`config.mk`:
```
export PLATFORM = sky130hd
export DESIGN_NAME = serv_view
export DESIGN_NICKNAME = d
export VERILOG_FILES = /design/src/hw/serv_pkg.sv /design/src/hw/serv_view.sv /design/src/hw/serv_decode.sv /design/src/hw/serv_trap.sv
export SDC_FILE = /design/constraint.sdc
export NUM_CORES = 1
export LEC_CHECK = 0
export BUFFER_PORTS_ARGS = -buffer_cell sky130_fd_sc_hd__buf_2
export CORE_AREA = 2 2 184 186
export CTS_CLUSTER_DIAMETER = 200
export DETAILED_ROUTE_END_ITERATION = 12
export DIE_AREA = 0 0 186 188
export GPL_TIMING_DRIVEN = 1
export HOLD_SLACK_MARGIN = 0.15
export PLACE_DENSITY = 0.46
export SLEW_MARGIN = 20
export SYNTH_ARGS = -nofsm -noshare
export SYNTH_HDL_FRONTEND = slang
export SYNTH_SLANG_ARGS = --single-unit
```
`constraint.sdc`:
```
create_clock -name clk -period 8.3 [get_ports clk]
set_input_delay 1.245 -clock clk [delete_from_list [all_inputs] [get_ports clk]]
set_output_delay 1.245 -clock clk [all_outputs]
set_load 0.05 [all_outputs]
```
`src/hw/serv_pkg.sv`:
```
package serv_pkg;
  localparam logic [3:0] CP_NUM = 4'hf;
  localparam logic [2:0] OPC1_VIEW = 3'h0;
  localparam logic [3:0] CRN_VIEW = 4'h5;
  localparam logic [3:0] CRM_VIEW = 4'h4;
  localparam logic [2:0] OPC2_FEAT_LO = 3'h0;
  localparam logic [2:0] OPC2_CTRL_LO = 3'h1;
  localparam logic [2:0] OPC2_FEAT_HI = 3'h4;
  localparam logic [2:0] OPC2_CTRL_HI = 3'h5;
  localparam logic [2:0] OPC2_ADDR_HI = 3'h7;
  localparam int SEL_W = 16;
  localparam int LO_MSB = 31;
  localparam int HI_LSB = 32;
  localparam logic [31:0] READ_ZERO = 32'h0000_0000;
  localparam logic [1:0] EL_USER = 2'h0;
  localparam logic [1:0] EL_KERNEL = 2'h1;
  localparam logic [1:0] EL_HYP = 2'h2;
  typedef enum logic [2:0] {SERV_NONE, SERV_ADDR_HI, SERV_CTRL_LO, SERV_CTRL_HI,
    SERV_FEAT_LO, SERV_FEAT_HI} serv_view_t;
  typedef enum logic [1:0] {SERV_OOR_UNKNOWN, SERV_OOR_RAZWI, SERV_OOR_NOP,
    SERV_OOR_UNDEF} serv_oor_t;
  typedef enum logic [2:0] {SERV_RES_OK, SERV_RES_UNDEF, SERV_RES_HYP64,
    SERV_RES_HYP32, SERV_RES_MON64, SERV_RES_MON32} serv_res_t;
endpackage

```
`src/hw/serv_view.sv`:
```
// Contract
// [RULE1] Low views bits 31:0, high 63:32
// [RULE2] Address high at p15,0,c5,c4,7
// [RULE3] Control low at p15,0,c5,c4,1
// [RULE4] Control high at p15,0,c5,c4,5
// [RULE5] Feature low read-only at opcode2 0
// [RULE6] Feature high read-only at opcode2 4
// [RULE7] Lowest level access is undefined
// [RULE8] Out-of-range selector: configured fallback behaviour
// [RULE9] Hyp 64 error trap from NS kernel
// [RULE10] Hyp 64 c5 trap from NS kernel
// [RULE11] Hyp 32 either bit traps NS kernel
// [RULE12] Monitor 64 traps levels two and one
// [RULE13] Monitor 32 traps all but monitor mode
// [RULE14] Traps follow exception priority order
// [RULE15] One shared instance, no banking
// [RULE16] Absent extension makes access undefined
// [RULE17] Each view is 32 bits
// [RULE18] Selector bits 15:0 choose record
// [RULE19] Count holds top index plus one
// [RULE20] Write updates only addressed half
module serv_view #(
  parameter serv_pkg::serv_oor_t OOR_MODE = serv_pkg::SERV_OOR_RAZWI
) (
  input wire logic clk,
  input wire logic rst_n,
  input wire logic acc_valid,
  input wire logic acc_read,
  input wire logic [3:0] acc_cp,
  input wire logic [2:0] acc_opc1,
  input wire logic [3:0] acc_crn,
  input wire logic [3:0] acc_crm,
  input wire logic [2:0] acc_opc2,
  input wire logic [31:0] acc_wdata,
  input wire logic ext_present,
  input wire logic [1:0] cur_el,
  input wire logic non_secure,
  input wire logic monitor_mode,
  input wire logic hyp_present,
  input wire logic hyp_is_64,
  input wire logic mon_present,
  input wire logic mon_is_64,
  input wire logic hyp_error_trap_64,
  input wire logic hyp_c5_trap_64,
  input wire logic hyp_error_trap_32,
  input wire logic hyp_c5_trap_32,
  input wire logic monitor_error_trap_64,
  input wire logic monitor_error_trap_32,
  input wire logic [15:0] record_selector,
  input wire logic [15:0] record_count,
  output logic rec_wr,
  output logic [15:0] rec_index,
  output logic [63:0] rec_addr_wdata,
  output logic [63:0] rec_ctrl_wdata,
  output logic rec_addr_we,
  output logic rec_ctrl_we,
  input wire logic [63:0] record_addr,
  input wire logic [63:0] record_control_reg,
  input wire logic [63:0] record_feature_reg,
  output logic resp_valid,
  output logic [31:0] resp_rdata,
  output logic resp_undef,
  output logic resp_hyp_trap,
  output logic resp_hyp_trap32,
  output logic resp_mon_trap,
  output logic resp_mon_trap32,
  output logic view_hit
);
  serv_pkg::serv_view_t view;
  serv_pkg::serv_res_t res;
  logic in_range;
  logic go;
  logic [31:0] rdata_next;
  logic [31:0] rdata_reg;
  logic valid_reg;
  logic [4:0] flags_next;
  logic [4:0] flags_reg;
  localparam int LO_MSB_C = serv_pkg::LO_MSB;
  localparam int HI_LSB_C = serv_pkg::HI_LSB;

  serv_decode u_dec (
    .cp_num(acc_cp),
    .opc1(acc_opc1),
    .crn(acc_crn),
    .crm(acc_crm),
    .opc2(acc_opc2),
    .is_read(acc_read),
    .view(view)
  );

  serv_trap u_trap (
    .ext_present(ext_present),
    .cur_el(cur_el),
    .non_secure(non_secure),
    .monitor_mode(monitor_mode),
    .hyp_present(hyp_present),
    .hyp_is_64(hyp_is_64),
    .mon_present(mon_present),
    .mon_is_64(mon_is_64),
    .hyp_error_trap_64(hyp_error_trap_64),
    .hyp_c5_trap_64(hyp_c5_trap_64),
    .hyp_error_trap_32(hyp_error_trap_32),
    .hyp_c5_trap_32(hyp_c5_trap_32),
    .monitor_error_trap_64(monitor_error_trap_64),
    .monitor_error_trap_32(monitor_error_trap_32),
    .res(res)
  );

  assign view_hit = acc_valid && view != serv_pkg::SERV_NONE;
  // [RULE18] [RULE19] Count of zero leaves nothing in range
  assign in_range = record_selector < record_count;
  // [RULE15] No security banking: selector used as is
  assign rec_index = record_selector;

  // [RULE8] Unknown record mode still forwards
  assign go = view_hit && res == serv_pkg::SERV_RES_OK
    && (in_range || OOR_MODE == serv_pkg::SERV_OOR_UNKNOWN);

  // [RULE20] Merge write into addressed half
  always_comb
  begin
    rec_wr = go && !acc_read;
    rec_addr_we = rec_wr && view == serv_pkg::SERV_ADDR_HI;
    rec_ctrl_we = rec_wr && (view == serv_pkg::SERV_CTRL_LO
      || view == serv_pkg::SERV_CTRL_HI);
    rec_addr_wdata = {acc_wdata, record_addr[LO_MSB_C:0]};
    rec_ctrl_wdata = record_control_reg;
    if (view == serv_pkg::SERV_CTRL_LO)
      rec_ctrl_wdata = {record_control_reg[63:HI_LSB_C], acc_wdata};
    else
      rec_ctrl_wdata = {acc_wdata, record_control_reg[LO_MSB_C:0]};
  end

  // Halves must meet at bit 32, or merges corrupt the record
  if (LO_MSB_C + 1 != HI_LSB_C || HI_LSB_C != 32)
  begin : g_bad_split
    $error("record halves must split at bit 32");
  end

  // [RULE1] [RULE17] Select 32-bit half
  always_comb
  begin
    rdata_next = serv_pkg::READ_ZERO;
    if (go && acc_read)
    begin
      case (view)
        serv_pkg::SERV_ADDR_HI: rdata_next = record_addr[63:HI_LSB_C];
        serv_pkg::SERV_CTRL_LO: rdata_next = record_control_reg[LO_MSB_C:0];
        serv_pkg::SERV_CTRL_HI: rdata_next = record_control_reg[63:HI_LSB_C];
        serv_pkg::SERV_FEAT_LO: rdata_next = record_feature_reg[LO_MSB_C:0];
        serv_pkg::SERV_FEAT_HI: rdata_next = record_feature_reg[63:HI_LSB_C];
        default: rdata_next = serv_pkg::READ_ZERO;
      endcase
    end
    flags_next = 5'h00;
    if (view_hit)
    begin
      case (res)
        serv_pkg::SERV_RES_UNDEF: flags_next = 5'h01;
        serv_pkg::SERV_RES_HYP64: flags_next = 5'h02;
        serv_pkg::SERV_RES_HYP32: flags_next = 5'h04;
        serv_pkg::SERV_RES_MON64: flags_next = 5'h08;
        serv_pkg::SERV_RES_MON32: flags_next = 5'h10;
        default:
        begin
          // [RULE8] Out-of-range undefined option
          if (!in_range && OOR_MODE == serv_pkg::SERV_OOR_UNDEF)
            flags_next = 5'h01;
        end
      endcase
    end
  end

  always_ff @(posedge clk or negedge rst_n)
  begin
    if (!rst_n)
    begin
      rdata_reg <= 32'h0000_0000;
      valid_reg <= 1'b0;
      flags_reg <= 5'h00;
    end
    else
    begin
      rdata_reg <= rdata_next;
      valid_reg <= view_hit;
      flags_reg <= flags_next;
    end
  end

  assign resp_valid = valid_reg;
  assign resp_rdata = rdata_reg;
  assign resp_undef = flags_reg[0];
  assign resp_hyp_trap = flags_reg[1];
  assign resp_hyp_trap32 = flags_reg[2];
  assign resp_mon_trap = flags_reg[3];
  assign resp_mon_trap32 = flags_reg[4];

  // [RULE7] user access answered undefined
  chk_user_undef: assert property (@(posedge clk) disable iff (!rst_n) // [RULE7]
    (view_hit && ext_present && cur_el == serv_pkg::EL_USER) |=> resp_undef && resp_valid)
    else $error("user access not undefined");

  // [RULE16] absent extension
  chk_absent_undef: assert property (@(posedge clk) disable iff (!rst_n) // [RULE16]
    (view_hit && !ext_present) |=> resp_undef && !resp_hyp_trap && !resp_mon_trap)
    else $error("absent extension not undefined");

  // [RULE9] hyp 64 trap
  chk_hyp64_trap: assert property (@(posedge clk) disable iff (!rst_n) // [RULE9]
    (view_hit && ext_present && hyp_present && hyp_is_64 && non_secure
     && cur_el == serv_pkg::EL_KERNEL && hyp_error_trap_64) |=> resp_hyp_trap)
    else $error("hyp 64 trap missing");

  // [RULE11] hyp 32 trap
  chk_hyp32_trap: assert property (@(posedge clk) disable iff (!rst_n) // [RULE11]
    (view_hit && ext_present && hyp_present && !hyp_is_64 && non_secure
     && cur_el == serv_pkg::EL_KERNEL && hyp_c5_trap_32) |=> resp_hyp_trap32)
    else $error("hyp 32 trap missing");

  // [RULE12] monitor 64 trap at level two
  chk_mon64_trap: assert property (@(posedge clk) disable iff (!rst_n) // [RULE12]
    (view_hit && ext_present && mon_present && mon_is_64 && monitor_error_trap_64
     && cur_el == serv_pkg::EL_HYP) |=> resp_mon_trap)
    else $error("monitor 64 trap missing");

  // [RULE13] monitor mode exempt
  chk_mon32_exempt: assert property (@(posedge clk) disable iff (!rst_n) // [RULE13]
    (view_hit && monitor_mode && !mon_is_64) |=> !resp_mon_trap32)
    else $error("monitor mode trapped");

  // [RULE20] other half preserved
  chk_half_keep: assert property (@(posedge clk) disable iff (!rst_n) // [RULE20]
    rec_ctrl_we && view == serv_pkg::SERV_CTRL_LO
    |-> rec_ctrl_wdata[63:32] == record_control_reg[63:32])
    else $error("control high half disturbed");

  // [RULE5] feature never written
  chk_feat_ro: assert property (@(posedge clk) disable iff (!rst_n) // [RULE5]
    (acc_valid && !acc_read && acc_opc2 == serv_pkg::OPC2_FEAT_LO) |-> !rec_wr)
    else $error("feature view written");

  // [RULE1] control high read data
  chk_ctrl_hi_rd: assert property (@(posedge clk) disable iff (!rst_n) // [RULE1]
    (go && acc_read && view == serv_pkg::SERV_CTRL_HI)
    |=> resp_rdata == $past(record_control_reg[63:32]))
    else $error("control high read wrong");

  // [RULE1] address high read data
  chk_addr_hi_rd: assert property (@(posedge clk) disable iff (!rst_n) // [RULE1]
    (go && acc_read && view == serv_pkg::SERV_ADDR_HI)
    |=> resp_rdata == $past(record_addr[63:32]))
    else $error("address high read wrong");

  // [RULE2] every hit answered once
  chk_hit_answered: assert property (@(posedge clk) disable iff (!rst_n) // [RULE2]
    resp_valid == $past(view_hit))
    else $error("response does not follow hit");

  // [RULE6] feature high never written
  chk_feat_hi_ro: assert property (@(posedge clk) disable iff (!rst_n) // [RULE6]
    (acc_valid && !acc_read && acc_opc2 == serv_pkg::OPC2_FEAT_HI) |-> !rec_wr)
    else $error("feature high view written");

  // [RULE7] user level never forwarded
  chk_user_no_fwd: assert property (@(posedge clk) disable iff (!rst_n) // [RULE7]
    (view_hit && cur_el == serv_pkg::EL_USER) |-> !rec_wr)
    else $error("user access forwarded");

  // [RULE8] out of range never written unless the out-of-range mode is unknown
  chk_oor_no_write: assert property (@(posedge clk) disable iff (!rst_n) // [RULE8]
    (view_hit && !in_range && OOR_MODE != serv_pkg::SERV_OOR_UNKNOWN) |-> !rec_wr)
    else $error("out of range record written");

  // [RULE10] hyp 64 c5 trap
  chk_hyp64_c5: assert property (@(posedge clk) disable iff (!rst_n) // [RULE10]
    (view_hit && ext_present && hyp_present && hyp_is_64 && non_secure
     && cur_el == serv_pkg::EL_KERNEL && hyp_c5_trap_64) |=> resp_hyp_trap)
    else $error("hyp 64 c5 trap missing");

  // [RULE11] hyp 32 error trap
  chk_hyp32_err: assert property (@(posedge clk) disable iff (!rst_n) // [RULE11]
    (view_hit && ext_present && hyp_present && !hyp_is_64 && non_secure
     && cur_el == serv_pkg::EL_KERNEL && hyp_error_trap_32) |=> resp_hyp_trap32)
    else $error("hyp 32 error trap missing");

  // [RULE12] monitor 64 trap at level one
  chk_mon64_kernel: assert property (@(posedge clk) disable iff (!rst_n) // [RULE12]
    (view_hit && ext_present && mon_present && mon_is_64 && monitor_error_trap_64
     && cur_el == serv_pkg::EL_KERNEL && !non_secure) |=> resp_mon_trap)
    else $error("monitor 64 trap missing at level one");

  // [RULE13] monitor 32 trap outside monitor mode
  chk_mon32_trap: assert property (@(posedge clk) disable iff (!rst_n) // [RULE13]
    (view_hit && ext_present && cur_el != serv_pkg::EL_USER && !hyp_present
     && mon_present && !mon_is_64 && monitor_error_trap_32 && !monitor_mode)
    |=> resp_mon_trap32)
    else $error("monitor 32 trap missing");

  // [RULE14] one outcome per access
  chk_one_outcome: assert property (@(posedge clk) disable iff (!rst_n) // [RULE14]
    $onehot0({resp_undef, resp_hyp_trap, resp_hyp_trap32, resp_mon_trap, resp_mon_trap32}))
    else $error("more than one trap flag");

  // [RULE19] zero count reads zero unless the out-of-range mode is unknown
  chk_zero_count: assert property (@(posedge clk) disable iff (!rst_n) // [RULE19]
    (view_hit && acc_read && record_count == 16'h0000
     && OOR_MODE != serv_pkg::SERV_OOR_UNKNOWN) |=> resp_rdata == serv_pkg::READ_ZERO)
    else $error("zero count read not zero");

  // [RULE20] address low half preserved
  chk_addr_keep: assert property (@(posedge clk) disable iff (!rst_n) // [RULE20]
    rec_addr_we |-> rec_addr_wdata[31:0] == record_addr[31:0])
    else $error("address low half disturbed");

  // [RULE20] control low half preserved
  chk_ctrl_lo_keep: assert property (@(posedge clk) disable iff (!rst_n) // [RULE20]
    rec_ctrl_we && view == serv_pkg::SERV_CTRL_HI
    |-> rec_ctrl_wdata[31:0] == record_control_reg[31:0])
    else $error("control low half disturbed");
endmodule // serv_view

```
`src/hw/serv_decode.sv`:
```
module serv_decode (
  input wire logic [3:0] cp_num,
  input wire logic [2:0] opc1,
  input wire logic [3:0] crn,
  input wire logic [3:0] crm,
  input wire logic [2:0] opc2,
  input wire logic is_read,
  output serv_pkg::serv_view_t view
);
  always_comb
  begin
    view = serv_pkg::SERV_NONE;
    if (cp_num == serv_pkg::CP_NUM && opc1 == serv_pkg::OPC1_VIEW
        && crn == serv_pkg::CRN_VIEW && crm == serv_pkg::CRM_VIEW)
    begin
      // [RULE2] address high view
      if (opc2 == serv_pkg::OPC2_ADDR_HI)
        view = serv_pkg::SERV_ADDR_HI;
      // [RULE3] control low view
      else if (opc2 == serv_pkg::OPC2_CTRL_LO)
        view = serv_pkg::SERV_CTRL_LO;
      // [RULE4] control high view
      else if (opc2 == serv_pkg::OPC2_CTRL_HI)
        view = serv_pkg::SERV_CTRL_HI;
      // [RULE5] feature low, reads only
      else if (opc2 == serv_pkg::OPC2_FEAT_LO && is_read)
        view = serv_pkg::SERV_FEAT_LO;
      // [RULE6] feature high, reads only
      else if (opc2 == serv_pkg::OPC2_FEAT_HI && is_read)
        view = serv_pkg::SERV_FEAT_HI;
    end
  end
endmodule // serv_decode

```
`src/hw/serv_trap.sv`:
```
module serv_trap (
  input wire logic ext_present,
  input wire logic [1:0] cur_el,
  input wire logic non_secure,
  input wire logic monitor_mode,
  input wire logic hyp_present,
  input wire logic hyp_is_64,
  input wire logic mon_present,
  input wire logic mon_is_64,
  input wire logic hyp_error_trap_64,
  input wire logic hyp_c5_trap_64,
  input wire logic hyp_error_trap_32,
  input wire logic hyp_c5_trap_32,
  input wire logic monitor_error_trap_64,
  input wire logic monitor_error_trap_32,
  output serv_pkg::serv_res_t res
);
  logic ns_kernel;
  assign ns_kernel = non_secure && cur_el == serv_pkg::EL_KERNEL;
  always_comb
  begin
    res = serv_pkg::SERV_RES_OK;
    // [RULE14] Highest priority first
    // [RULE16] absent extension undefined
    if (!ext_present)
      res = serv_pkg::SERV_RES_UNDEF;
    // [RULE7] user level undefined
    else if (cur_el == serv_pkg::EL_USER)
      res = serv_pkg::SERV_RES_UNDEF;
    // [RULE9] [RULE10] hypervisor 64 trap
    else if (hyp_present && hyp_is_64 && ns_kernel
             && (hyp_error_trap_64 || hyp_c5_trap_64))
      res = serv_pkg::SERV_RES_HYP64;
    // [RULE11] hypervisor 32 trap
    else if (hyp_present && !hyp_is_64 && ns_kernel
             && (hyp_error_trap_32 || hyp_c5_trap_32))
      res = serv_pkg::SERV_RES_HYP32;
    // [RULE12] monitor 64 trap
    else if (mon_present && mon_is_64 && monitor_error_trap_64
             && (cur_el == serv_pkg::EL_KERNEL || cur_el == serv_pkg::EL_HYP))
      res = serv_pkg::SERV_RES_MON64;
    // [RULE13] monitor 32 trap
    else if (mon_present && !mon_is_64 && monitor_error_trap_32 && !monitor_mode)
      res = serv_pkg::SERV_RES_MON32;
  end
endmodule // serv_trap

```
Word level (Yosys, flattened, before mapping)
Cells that the tools add are included.
{"block": "totals", "register_bits": 38, "input_bits": 293, "elab_cells": 78, "out_inout_bits": 186}
{"block": "classes", "muxes": 17, "n_lt_le_gt_ge": 1, "eq_ne": 19, "reduce_logical": 38}
{"op": "32-bit one-hot mux with 5 select lines", "count": 1}
{"op": "64-bit 2-to-1 mux", "count": 1}
{"op": "3-bit 2-to-1 mux", "count": 12}
{"op": "32-bit 2-to-1 mux", "count": 1}
{"op": "1-bit logical AND", "count": 25}
{"op": "5-bit one-hot mux with 5 select lines", "count": 1}
{"op": "3-bit equality test (second input constant)", "count": 7}
{"op": "16-bit less-than comparator", "count": 1}
{"op": "3-bit by 2-bit equality test with 1-bit output (second input constant)", "count": 4}
{"op": "3-bit by 1-bit equality test with 1-bit output (second input constant)", "count": 3}
{"op": "3-bit logical NOT", "count": 3}
{"op": "4-bit by 3-bit equality test with 1-bit output (second input constant)", "count": 2}
{"op": "5-bit 2-to-1 mux", "count": 1}
{"op": "4-bit equality test (second input constant)", "count": 1}
{"op": "1-bit logical NOT", "count": 4}
{"op": "1-bit logical OR", "count": 4}
{"op": "3-bit nonzero test", "count": 1}
{"op": "2-bit by 1-bit equality test with 1-bit output (second input constant)", "count": 1}
{"op": "2-bit equality test (second input constant)", "count": 1}
{"op": "2-bit logical NOT", "count": 1}

Logic depth before layout (Yosys ltp)
Gate-level depths: netlist of the first run.
{"block": "depth", "depth_word": 15, "depth_mapped": 8, "depth_no_buf": 7}

Cells and area by module
From an unflattened synthesis of the first run, not the netlist that was laid out.
{"block": "hier_totals", "cells_unflattened": 474, "area_unflattened_um2": 4292.9}
{"module": "serv_view", "instances": 1, "seq_area_each_um2": 950.9, "area_each_um2": 4046.4, "cells_each": 445}
{"module": "serv_trap", "instances": 1, "seq_area_each_um2": 0.0, "area_each_um2": 148.9, "cells_each": 18}
{"module": "serv_decode", "instances": 1, "seq_area_each_um2": 0.0, "area_each_um2": 97.6, "cells_each": 11}

Least setup slack after synthesis of the first run
No wires, ideal clock.
{"block": "synth_path", "kind": "input -> output", "start": "input port record_count[11]", "end": "output port rec_ctrl_we", "required_time_ns": 7.055, "cell_stages": 7, "path_buffers": 0, "t_arrival_ns": 4.253, "slack_ns": 2.802, "path_cell_list": "inv_1 > ha_1 > and3_1 > a221oi_1 > o21ai_0 > a2111oi_4 > nor4b_1"}
{"block": "synth_via", "elab_chain_len": 4}
{"element": "start, declared", "line_no": "serv_view.sv:50", "text": "input wire logic [15:0] record_count,"}
{"element": "16-bit less-than comparator", "line_no": "serv_view.sv:111", "text": "assign in_range = record_selector < record_count;"}
{"element": "1-bit logical AND", "line_no": "serv_view.sv:117", "text": "&& (in_range || OOR_MODE == serv_pkg::SERV_OOR_UNKNOWN);"}
{"element": "1-bit logical AND", "line_no": "serv_view.sv:122", "text": "rec_wr = go && !acc_read;"}
{"element": "1-bit logical AND", "line_no": "serv_view.sv:124", "text": "rec_ctrl_we = rec_wr && (view == serv_pkg::SERV_CTRL_LO"}
{"element": "end, declared", "line_no": "serv_view.sv:56", "text": "output logic rec_ctrl_we,"}
No other way between the ends.

Worst setup path in the final report of the first run
{"block": "layout_path", "start": "input port record_selector[11]", "end": "output port rec_addr_we"}
{"block": "layout_via", "elab_chain_len": 4}
{"element": "start, declared", "line_no": "serv_view.sv:49", "text": "input wire logic [15:0] record_selector,"}
{"element": "16-bit less-than comparator", "line_no": "serv_view.sv:111"}
{"element": "1-bit logical AND", "line_no": "serv_view.sv:117"}
{"element": "1-bit logical AND", "line_no": "serv_view.sv:122"}
{"element": "1-bit logical AND", "line_no": "serv_view.sv:123", "text": "rec_addr_we = rec_wr && view == serv_pkg::SERV_ADDR_HI;"}
{"element": "end, declared", "line_no": "serv_view.sv:55", "text": "output logic rec_addr_we,"}
No other way between the ends.

==> impl_metrics.csv, run 1 <==
group,metric,value,unit
critical_path,crit_path_max_incr_delay,0.75,ns
final_layout,drive_gt1_share,68.0,%
synthesis,synth_flop_cell,"dfrtp_1",
timing,worst_slew_pin_slew,1.05,ns
place,gp_congestion,0.772,
clock_tree,ctsHoldBuffers,0,
final_layout,layout_commonest_cell,"buf_2",
synthesis,synth_cells,462,
power,p_per_area,110,mW/mm2
synthesis,netlist.area_leader.share,23.1,%
floorplanning,die_w,186,um
run,drv_cap,0,
synthesis,synthesis.nets,772,
synthesis,ys_seq_elements,38,
floorplanning,start_util,13.4,%
synthesis,synth_edf_count,0,
synthesis,synth-compound-area-share,12.8,%
critical_path,start_kind,"input port",
final_layout,fin_nets,1087,
synthesis,synth_top_area_cell,"mux2_2",
place,dpl.hpwl,17400,um
synthesis,avgSynthCellArea,9.60,um2
clock_tree,cts_root_buffer,"clkbuf_16",
floorplanning,die_height,188,um
clock_tree,numCtsBuffers,5,
timing,setup_violations,0,
synthesis,async_reset_ff_share,100,%
final_layout,fill_cells,3718,
routing,via_per_inst,3.89,
routing,first_iter_violations,93,
critical_path,worstPathArrival,3.79,ns
critical_path,end_kind,"primary output",
floorplanning,die_area,0.0350,mm2
routing,ant_nets,0,
timing,fmax,0.199,GHz
clock_tree,post_cts_buffers,0,
critical_path,critPathMaxFanout,13,
place,io_buffers,414,
power,power.total,0.000717,W
synthesis,synth_area,0.00444,mm2
grt,grt_pass1_vias,4790,
synthesis,synth_cell_types,43,
routing,drc_errors,0,
final_layout,fin_area,0.00654,mm2
routing,vias,4770,
grt,antenna_found_initial,3,
timing,finalCritPeriodShare,60.6,%
clock_tree,h-tree-depth,2,
timing,finalSetupTns,0,ns
critical_path,worstPathRequired,7.05,ns
final_layout,areaGrowthSynthToFinish,47.3,%
grt,grt_overflow,0,
grt,grt_pass1_wl,29300,um
final_layout,multi_input_area,0.00266,mm2
synthesis,synth_mux_area_share,31.6,%
clock_tree,cts_max_path_buffers,2,
clock_tree,cts_sinks,38,
min_path,hp-class,"input port to asynchronous set/reset pin",
synthesis,yosysWarnings,0,
final_layout,largest_register_ffs,32,
synthesis,synth-xor-area-share,0,%
clock_tree,cts_tree,"built",
clock_tree,cts_resized,0,
routing,drt-wirelength-per-cell,17.4,um
synthesis,ys_seq_area_share,21.4,%
power,power.leakage,3.57,nW
synthesis,synth_area_leaders,"mux2_2 (23%), dfrtp_1 (21%), buf_4 (14%), mux2i_1 (7.2%), a22oi_1 (5.4%)",
floorplanning,core_area,0.0331,mm2
synthesis,synth_top_family_by_area,"multiplexers",
place,dpl-instance-area,0.00636,mm2
timing,slew_headroom,29.8,%
grt,grt_max_degree,47,
timing,final_hold_viol_count,0,
clock_tree,clk_pin_slew_worst_paths,0.06,ns
timing,rsz0062_at_grt,"no",
timing,drv_slew,0,
critical_path,slowest_stage,"a2111oi_4",
routing,drt_wl_total,21300,um
synthesis,synth-simple-area-share,10.5,%
power,worst_ir_drop_vdd,0.0695,mV
synthesis,synth_fa_ha_area_share,4.79,%
critical_path,setup.worst_path.class,"input port to primary output",
floorplanning,io-pin-count,479,
run_status,status,"completed",
routing,firstDrtPassIters,4,
critical_path,cp_cell_sequence,"buf_2 > ha_1 > and3_1 > a221oi_1 > o21ai_0 > a2111oi_4 > nor4bb_1 > buf_2",
timing,layout_min_cycle_time,5.03,ns
critical_path,cp_common_cell,"buf_2",
floorplanning,fp-row-count,67,
grt,grt_usage,11.5,%
final_layout,seq_area,951,um2
final_layout,final_cell_mix,"buf_2 (413), mux2_2 (91), dfrtp_1 (38)",
-- per-stage QoR --
step / worst slack [ns] / instances / util, % / hold slack (ns)
2_1_floorplan: 2.80 / 462 / - / 0.949
3_3_place_gp: 3.22 / 1218 / 19.2 / 1.45
3_5_place_dp: 3.16 / 1218 / 19.2 / 1.46
4_1_cts: 3.16 / 1225 / 19.7 / 1.14
5_1_grt: 3.00 / 1225 / 19.7 / 1.18
6_report: 3.27 / 1226 / 19.7 / 1.10
-- worst max path at each step --
stage                        startpoint           to  slack (ns)  depth (start not counted)
floorplan              record_count[11]  rec_ctrl_we        2.80                          7
global placement    record_selector[11]  rec_addr_we        3.22                          8
detailed placement  record_selector[11]  rec_addr_we        3.16                          8
CTS                 record_selector[11]  rec_addr_we        3.16                          8
global route        record_selector[11]  rec_addr_we        3.00                          8
finish              record_selector[11]  rec_addr_we        3.27                          8
-- critical path: cells and delay by family --
kind / cells / cell delay [ns]
fa+ha+maj: 1 / 0.29
buf+inv: 2 / 0.41
compound gates: 3 / 1.30
simple gates: 2 / 0.52
-- synth_stat cells, types with 2 or more instances --
library cell	instances
nor2_1	3
a22oi_1	32
ha_1	17
a21oi_1	2
nand4b_1	2
nand2b_1	2
clkbuf_1	23
buf_1	4
nand3_1	2
inv_1	18
nand4_1	2
buf_6	6
o21ai_0	4
mux2_2	91
nor3_1	3
o22ai_1	32
dfrtp_1	38
nor2b_1	4
and3_1	35
buf_4	80
mux2_1	5
nor4bb_1	2
a21o_1	4
mux2i_1	32
-- where the power goes --
group / internal [W] / switching (W) / leakage [nW]
sequential: 0.000185 / 0.0000000000403 / 0.531
combinational: 0.000109 / 0.000192 / 2.96
clock: 0.000149 / 0.0000811 / 0.0829
total: 0.000443 / 0.000273 / 3.57
-- cell families (layout without fill, tap and decap cells) --
| logic type | after synthesis | count (layout) |
|---|---|---|
| other cells | 0 | 1 |
| simple gates | 68 | 68 |
| fa+ha+maj | 17 | 17 |
| compound gates | 80 | 80 |
| buf+inv | 131 | 446 |
| mux | 128 | 128 |
| flops | 38 | 38 |
-- layout make-up --
type	instances	area share, %
antenna	1	0.0383
clock buffer	6	2.12
clock inverter	1	0.459
inverter	18	1.03
multi-input combinational	293	40.7
sequential	38	14.5
tap	448	8.58
timing repair buffer	421	32.5
-- metal layers --
metal  track usage, %  wire length, um  vias up
li1                 -                -     2269
met1             13.1             8590     2240
met2             21.3            10900      226
met3             2.41             1440       33
met4             3.06              386        2
met5                0               13        -
Power figures use the tool's default switching activity.
==> inputs of run 2 (changes only) <==
CORE_AREA = 2 2 187 189   (was 2 2 184 186)
DIE_AREA = 0 0 189 191   (was 0 0 186 188)
PLACE_DENSITY = 0.47   (was 0.46)
clock period = 4.6 ns   (was 8.3 ns; I/O delays follow)
==> run 2 against run 1 <==
Compared with the run above: count of clock-buffer cells in the layout fell by 1; total power increased by 82%; sequential cell count stayed put; first-iteration DRC count is 4.3% lower; via count down 1.2%; largest cell class unchanged; non-clock buffer count grew 2; largest power group unchanged; worst hold slack got worse by 0.71 ns; combinational power is 80% higher; critical endpoint unchanged.
==> impl_metrics.csv, run 2 (synthesis results as in run 1) <==
group,metric,value,unit
run_status,status,"completed",
clock_tree,cts_resized,0,
floorplanning,core_area,0.0341,mm2
power,power.leakage,3.58,nW
critical_path,crit_path_max_incr_delay,0.49,ns
final_layout,n_antenna_cell,0,
floorplanning,io-pin-count,479,
final_layout,drive_gt1_share,68.1,%
final_layout,layout_commonest_cell,"buf_2",
final_layout,largest_register_ffs,32,
critical_path,start_kind,"input port",
routing,drc_errors,0,
grt,grt_max_degree,39,
final_layout,fin_nets,1089,
run,drv_cap,0,
routing,via_per_inst,3.82,
place,gp_congestion,0.793,
clock_tree,cts_sinks,38,
grt,grt_pass1_wl,28600,um
place,io_buffers,414,
floorplanning,die_height,191,um
critical_path,worstPathRequired,3.91,ns
clock_tree,numCtsBuffers,5,
min_path,hp-class,"input port to asynchronous set/reset pin",
clock_tree,cts_max_path_buffers,2,
clock_tree,cts_root_buffer,"clkbuf_16",
critical_path,worstPathArrival,2.99,ns
timing,drv_slew,0,
power,worst_ir_drop_vdd,0.174,mV
timing,worst_slew_pin_slew,0.889,ns
critical_path,critPathTopFamily,"compound AO/OA/AOI/OAI gates",
timing,fmax,0.271,GHz
timing,setup_violations,0,
critical_path,worst-path-buf-inv,2,
power,seq_power_share,25.6,%
grt,grt_overflow,0,
power,p_clk_share,32.7,%
routing,firstDrtPassIters,4,
routing,ant_nets,0,
timing,slew_headroom,40.5,%
timing,rsz0062_at_grt,"no",
floorplanning,start_util,13.0,%
routing,vias,4714,
critical_path,slowest_stage,"a2111oi_4",
power,p_comb_share,41.8,%
final_layout,fill_cells,3880,
clock_tree,cts_tree,"built",
grt,grt_pass1_vias,4708,
timing,finalSetupTns,0,ns
floorplanning,die_w,189,um
place,dpl.hpwl,16600,um
floorplanning,die_area,0.0361,mm2
power,p_sw_share,39.6,%
routing,first_iter_violations,89,
power,p_per_area,199,mW/mm2
critical_path,critPathMaxFanout,4,
critical_path,setup.worst_path.class,"input port to primary output",
grt,grt_usage,10.7,%
routing,drt-wirelength-per-cell,16.8,um
routing,drt_wl_total,20700,um
clock_tree,clk_pin_slew_worst_paths,0.07,ns
place,dp.cells,1227,
final_layout,final_cell_mix,"buf_2 (412), mux2_2 (91), dfrtp_1 (38)",
clock_tree,ctsHoldBuffers,0,
timing,final_hold_viol_count,0,
timing,layout_min_cycle_time,3.68,ns
clock_tree,h-tree-depth,2,
critical_path,cp_cell_sequence,"buf_2 > ha_1 > and3_1 > a221oi_1 > o21ai_0 > a2111oi_4 > nor4bb_1 > buf_2",
final_layout,fin_cells,1235,
clock_tree,post_cts_buffers,0,
power,switchingPower,0.000517,W
critical_path,crit_start,"record_selector[9]",
critical_path,end_kind,"primary output",
timing,finalCritPeriodShare,80.1,%
final_layout,areaGrowthSynthToFinish,47.8,%
grt,antenna_found_initial,1,
power,intPower,0.000788,W
floorplanning,fp-row-count,68,
critical_path,cp_common_cell,"buf_2",
## run 2: stage by stage
stage	power (W)	hold WS [ns]	util (%)	area, um2	setup WS [ns]
floorplan	0.000775	0.394	-	4440	0.212
global placement	0.000887	0.939	18.7	6390	0.951
detailed placement	0.000890	0.951	18.7	6390	0.893
CTS	0.00134	0.617	19.2	6550	0.917
global route	0.00138	0.438	19.2	6560	0.668
finish	0.00130	0.393	19.2	6560	0.915
## run 2: layer usage
layer  global-route usage (%)  vias up  part of all wire, %
li1                         -     2263                    -
met1                     12.3     2158                   39
met2                     19.6      251                   51
met3                     2.15       42                  7.3
met4                     3.43        0                  2.6
met5                        0        -                    0
## run 2: final timing paths
check | to | depth (start not counted) | slack (ns)
max in group asynchronous | resp_rdata[21]$_DFF_PN0_ | 1 | 3.80
max | rec_addr_we | 8 | 0.92
min in group clk | flags_reg[4]$_DFF_PN0_ | 3 | 0.70
min | flags_reg[0]$_DFF_PN0_ | 1 | 0.39
## run 2: final cells by class
class	count	area, um2	share of cell area [%]
multi-input combinational	293	2660	40.6
sequential	38	951	14.5
tap	455	569	8.68
timing repair buffer	423	2140	32.7
inverter	18	67.6	1.03
clock inverter	3	40.0	0.611
clock buffer	5	125	1.91
## run 2: power by group through the flow
stage	Sequential [W]	Combinational (W)	Clock, W
2_1_floorplan	0.000340	0.000435	0
3_3_place_gp	0.000340	0.000547	0
3_5_place_dp	0.000340	0.000550	0
4_1_cts	0.000334	0.000552	0.000459
5_1_grt	0.000334	0.000583	0.000468
6_report	0.000334	0.000545	0.000426
==> inputs of run 3 (changes only) <==
ABC_AREA = 1   (was default)
CORE_AREA = 2 2 189 191   (was 2 2 187 189)
DIE_AREA = 0 0 191 193   (was 0 0 189 191)
clock period = 3.2 ns   (was 4.6 ns; I/O delays follow)
==> run 3 against run 2 <==
Compared with the run above: sequential cell count did not move; setup slack got worse by 0.43 ns; synthesized cell count grew 54%; non-clock buffer count up 6; final cell count grew 20%; combinational power rose by 32%; via count increased by 27%; area after synthesis up 8.2%; sequential share of layout area shrank 0.90 points; first-iteration DRC count increased by 140%; total power grew 47%; largest cell class unchanged.
==> impl_metrics.csv, run 3 <==
group,metric,value,unit
synthesis,synthesis.nets,1020,
clock_tree,h-tree-depth,2,
synthesis,yosysWarnings,0,
timing,finalSetupTns,0,ns
synthesis,synth_top_area_cell,"dfrtp_1",
synthesis,synth_edf_count,0,
final_layout,areaGrowthSynthToFinish,45.7,%
routing,drc_errors,0,
clock_tree,clk_pin_slew_worst_paths,0.06,ns
routing,firstDrtPassIters,4,
routing,drt-wirelength-per-cell,16.3,um
synthesis,synth_cell_types,24,
final_layout,final_cell_mix,"buf_2 (411), inv_1 (104), nand4_1 (101)",
timing,final_hold_viol_count,0,
place,dp_slack,0.438,ns
floorplanning,core_area,0.0350,mm2
grt,antenna_found_initial,1,
final_layout,fin_cells,1482,
critical_path,start_kind,"input port",
clock_tree,cts_resized,0,
grt,grt_max_degree,78,
place,gp_congestion,0.821,
timing,finalCritPeriodShare,85.0,%
power,power.leakage,3.99,nW
floorplanning,die_area,0.0369,mm2
synthesis,synth_area,0.00480,mm2
grt,grt_overflow,0,
synthesis,ys_seq_elements,38,
timing,fin_ws,0.482,ns
critical_path,worstPathArrival,2.24,ns
final_layout,multi_input_area,0.00264,mm2
critical_path,worstPathRequired,2.72,ns
grt,grt_pass1_vias,5586,
clock_tree,cts_max_path_buffers,2,
run,drv_cap,0,
timing,layout_min_cycle_time,2.72,ns
synthesis,synth_cells,710,
final_layout,drive_gt1_share,44.5,%
clock_tree,cts_tree,"built",
floorplanning,io-pin-count,479,
power,p_per_area,274,mW/mm2
routing,via_per_inst,4.03,
power,worst_ir_drop_vdd,0.154,mV
place,io_buffers,414,
clock_tree,ctsHoldBuffers,0,
floorplanning,die_height,193,um
synthesis,netlist.area_leader.share,19.8,%
critical_path,critPathMaxFanout,62,
floorplanning,start_util,13.7,%
synthesis,synth.most_common_cell,"inv_1",
grt,grt_pass1_wl,32700,um
timing,worst_slew_pin_slew,0.802,ns
synthesis,async_reset_ff_share,100,%
min_path,hp-class,"input port to asynchronous set/reset pin",
floorplanning,fp-row-count,69,
final_layout,fill_cells,4062,
routing,first_iter_violations,216,
clock_tree,cts_sinks,38,
synthesis,synth_flop_cell,"dfrtp_1",
timing,setup_violations,0,
synthesis,avgSynthCellArea,6.76,um2
final_layout,fin_nets,1329,
synthesis,synth_commonest_cells,"inv_1 (104), nand4_1 (101), nor2_1 (85), buf_4 (82), nand2_1 (69)",
run_status,status,"completed",
clock_tree,numCtsBuffers,5,
routing,drt_wl_total,24100,um
floorplanning,die_w,191,um
timing,worst_hold_slack,0.183,ns
place,dp.cells,1473,
final_layout,layout_commonest_cell,"buf_2",
synthesis,synth_area_leaders,"dfrtp_1 (20%), nand4_1 (13%), buf_4 (13%), mux2_1 (12%), inv_1 (8.1%)",
synthesis,ys_seq_area_share,19.8,%
routing,ant_nets,0,
critical_path,end_kind,"primary output",
place,dpl.hpwl,19800,um
clock_tree,cts_root_buffer,"clkbuf_16",
routing,vias,5972,
timing,drv_slew,0,
critical_path,setup.worst_path.class,"input port to primary output",
final_layout,largest_register_ffs,32,
timing,slew_headroom,46.5,%
timing,fmax,0.368,GHz
grt,grt_usage,11.9,%
clock_tree,post_cts_buffers,0,
final_layout,seq_area,951,um2
timing,rsz0062_at_grt,"no",
-- run 3: changes by cell type in the layout (fill, tap and decap cells not counted), sizes merged, moves of 35 or more --
cell / previous run / this run
nor2: 3 / 89
mux2: 96 / 51
o21ai: 4 / 49
nand2: 2 / 69
inv: 18 / 107
nand4: 3 / 102
and3: 35 / 0
-- run 3: logic make-up after synthesis --
kind of cell / Yosys count / synth area share [%]
flops: 38 / 19.8
buf+inv: 234 / 25.5
simple gates: 312 / 32.2
mux: 51 / 12.0
fa+ha+maj: 17 / 4.43
compound gates: 58 / 6.13
-- run 3: worst max-delay path: stages --
cell and delay (ns):
buf_2 0.09, nor2_1 0.04, nand2_1 0.07, inv_1 0.04, nand2_1 0.09, nor2_4 0.06, nand4_4 0.06, buf_4 0.59
mux2_1 0.43, buf_2 0.23
-- run 3: per-stage QoR --
step / power, W / area, um2 / util (%)
2_1_floorplan: 0.00104 / 4800 / -
3_3_place_gp: 0.00121 / 6790 / 19.4
3_5_place_dp: 0.00122 / 6790 / 19.4
4_1_cts: 0.00196 / 6990 / 20.0
5_1_grt: 0.00202 / 6990 / 20.0
6_report: 0.00191 / 6990 / 20.0
-- run 3: how the worst max path moves through the flow --
stage / start / end / slack [ns]
floorplan: acc_crm[0] / rec_ctrl_wdata[39] / 0.34
global placement: record_selector[1] / rec_ctrl_we / 0.46
detailed placement: record_selector[1] / rec_addr_we / 0.44
CTS: record_selector[1] / rec_addr_we / 0.42
global route: record_selector[1] / rec_addr_we / 0.33
finish: acc_crm[0] / rec_ctrl_wdata[44] / 0.48
-- run 3: layout make-up --
type,instances,area share (%)
multi-input combinational,438,37.8
inverter,107,5.74
timing repair buffer,429,31.7
sequential,38,13.6
clock buffer,6,1.99
tap,461,8.25
antenna,1,0.0358
clock inverter,2,0.859
-- run 3: report_power, final --
group | switching [W] | internal, W
clock | 0.000241 | 0.000470
combinational | 0.000498 | 0.000224
sequential | 0.0000000000873 | 0.000480
total | 0.000739 | 0.00117
-- run 3: routing by layer --
metal	routed length [um]	GRT usage, %
met1	9730	14.1
met2	12200	21.6
met3	1590	1.94
met4	593	4.44
met5	0	0
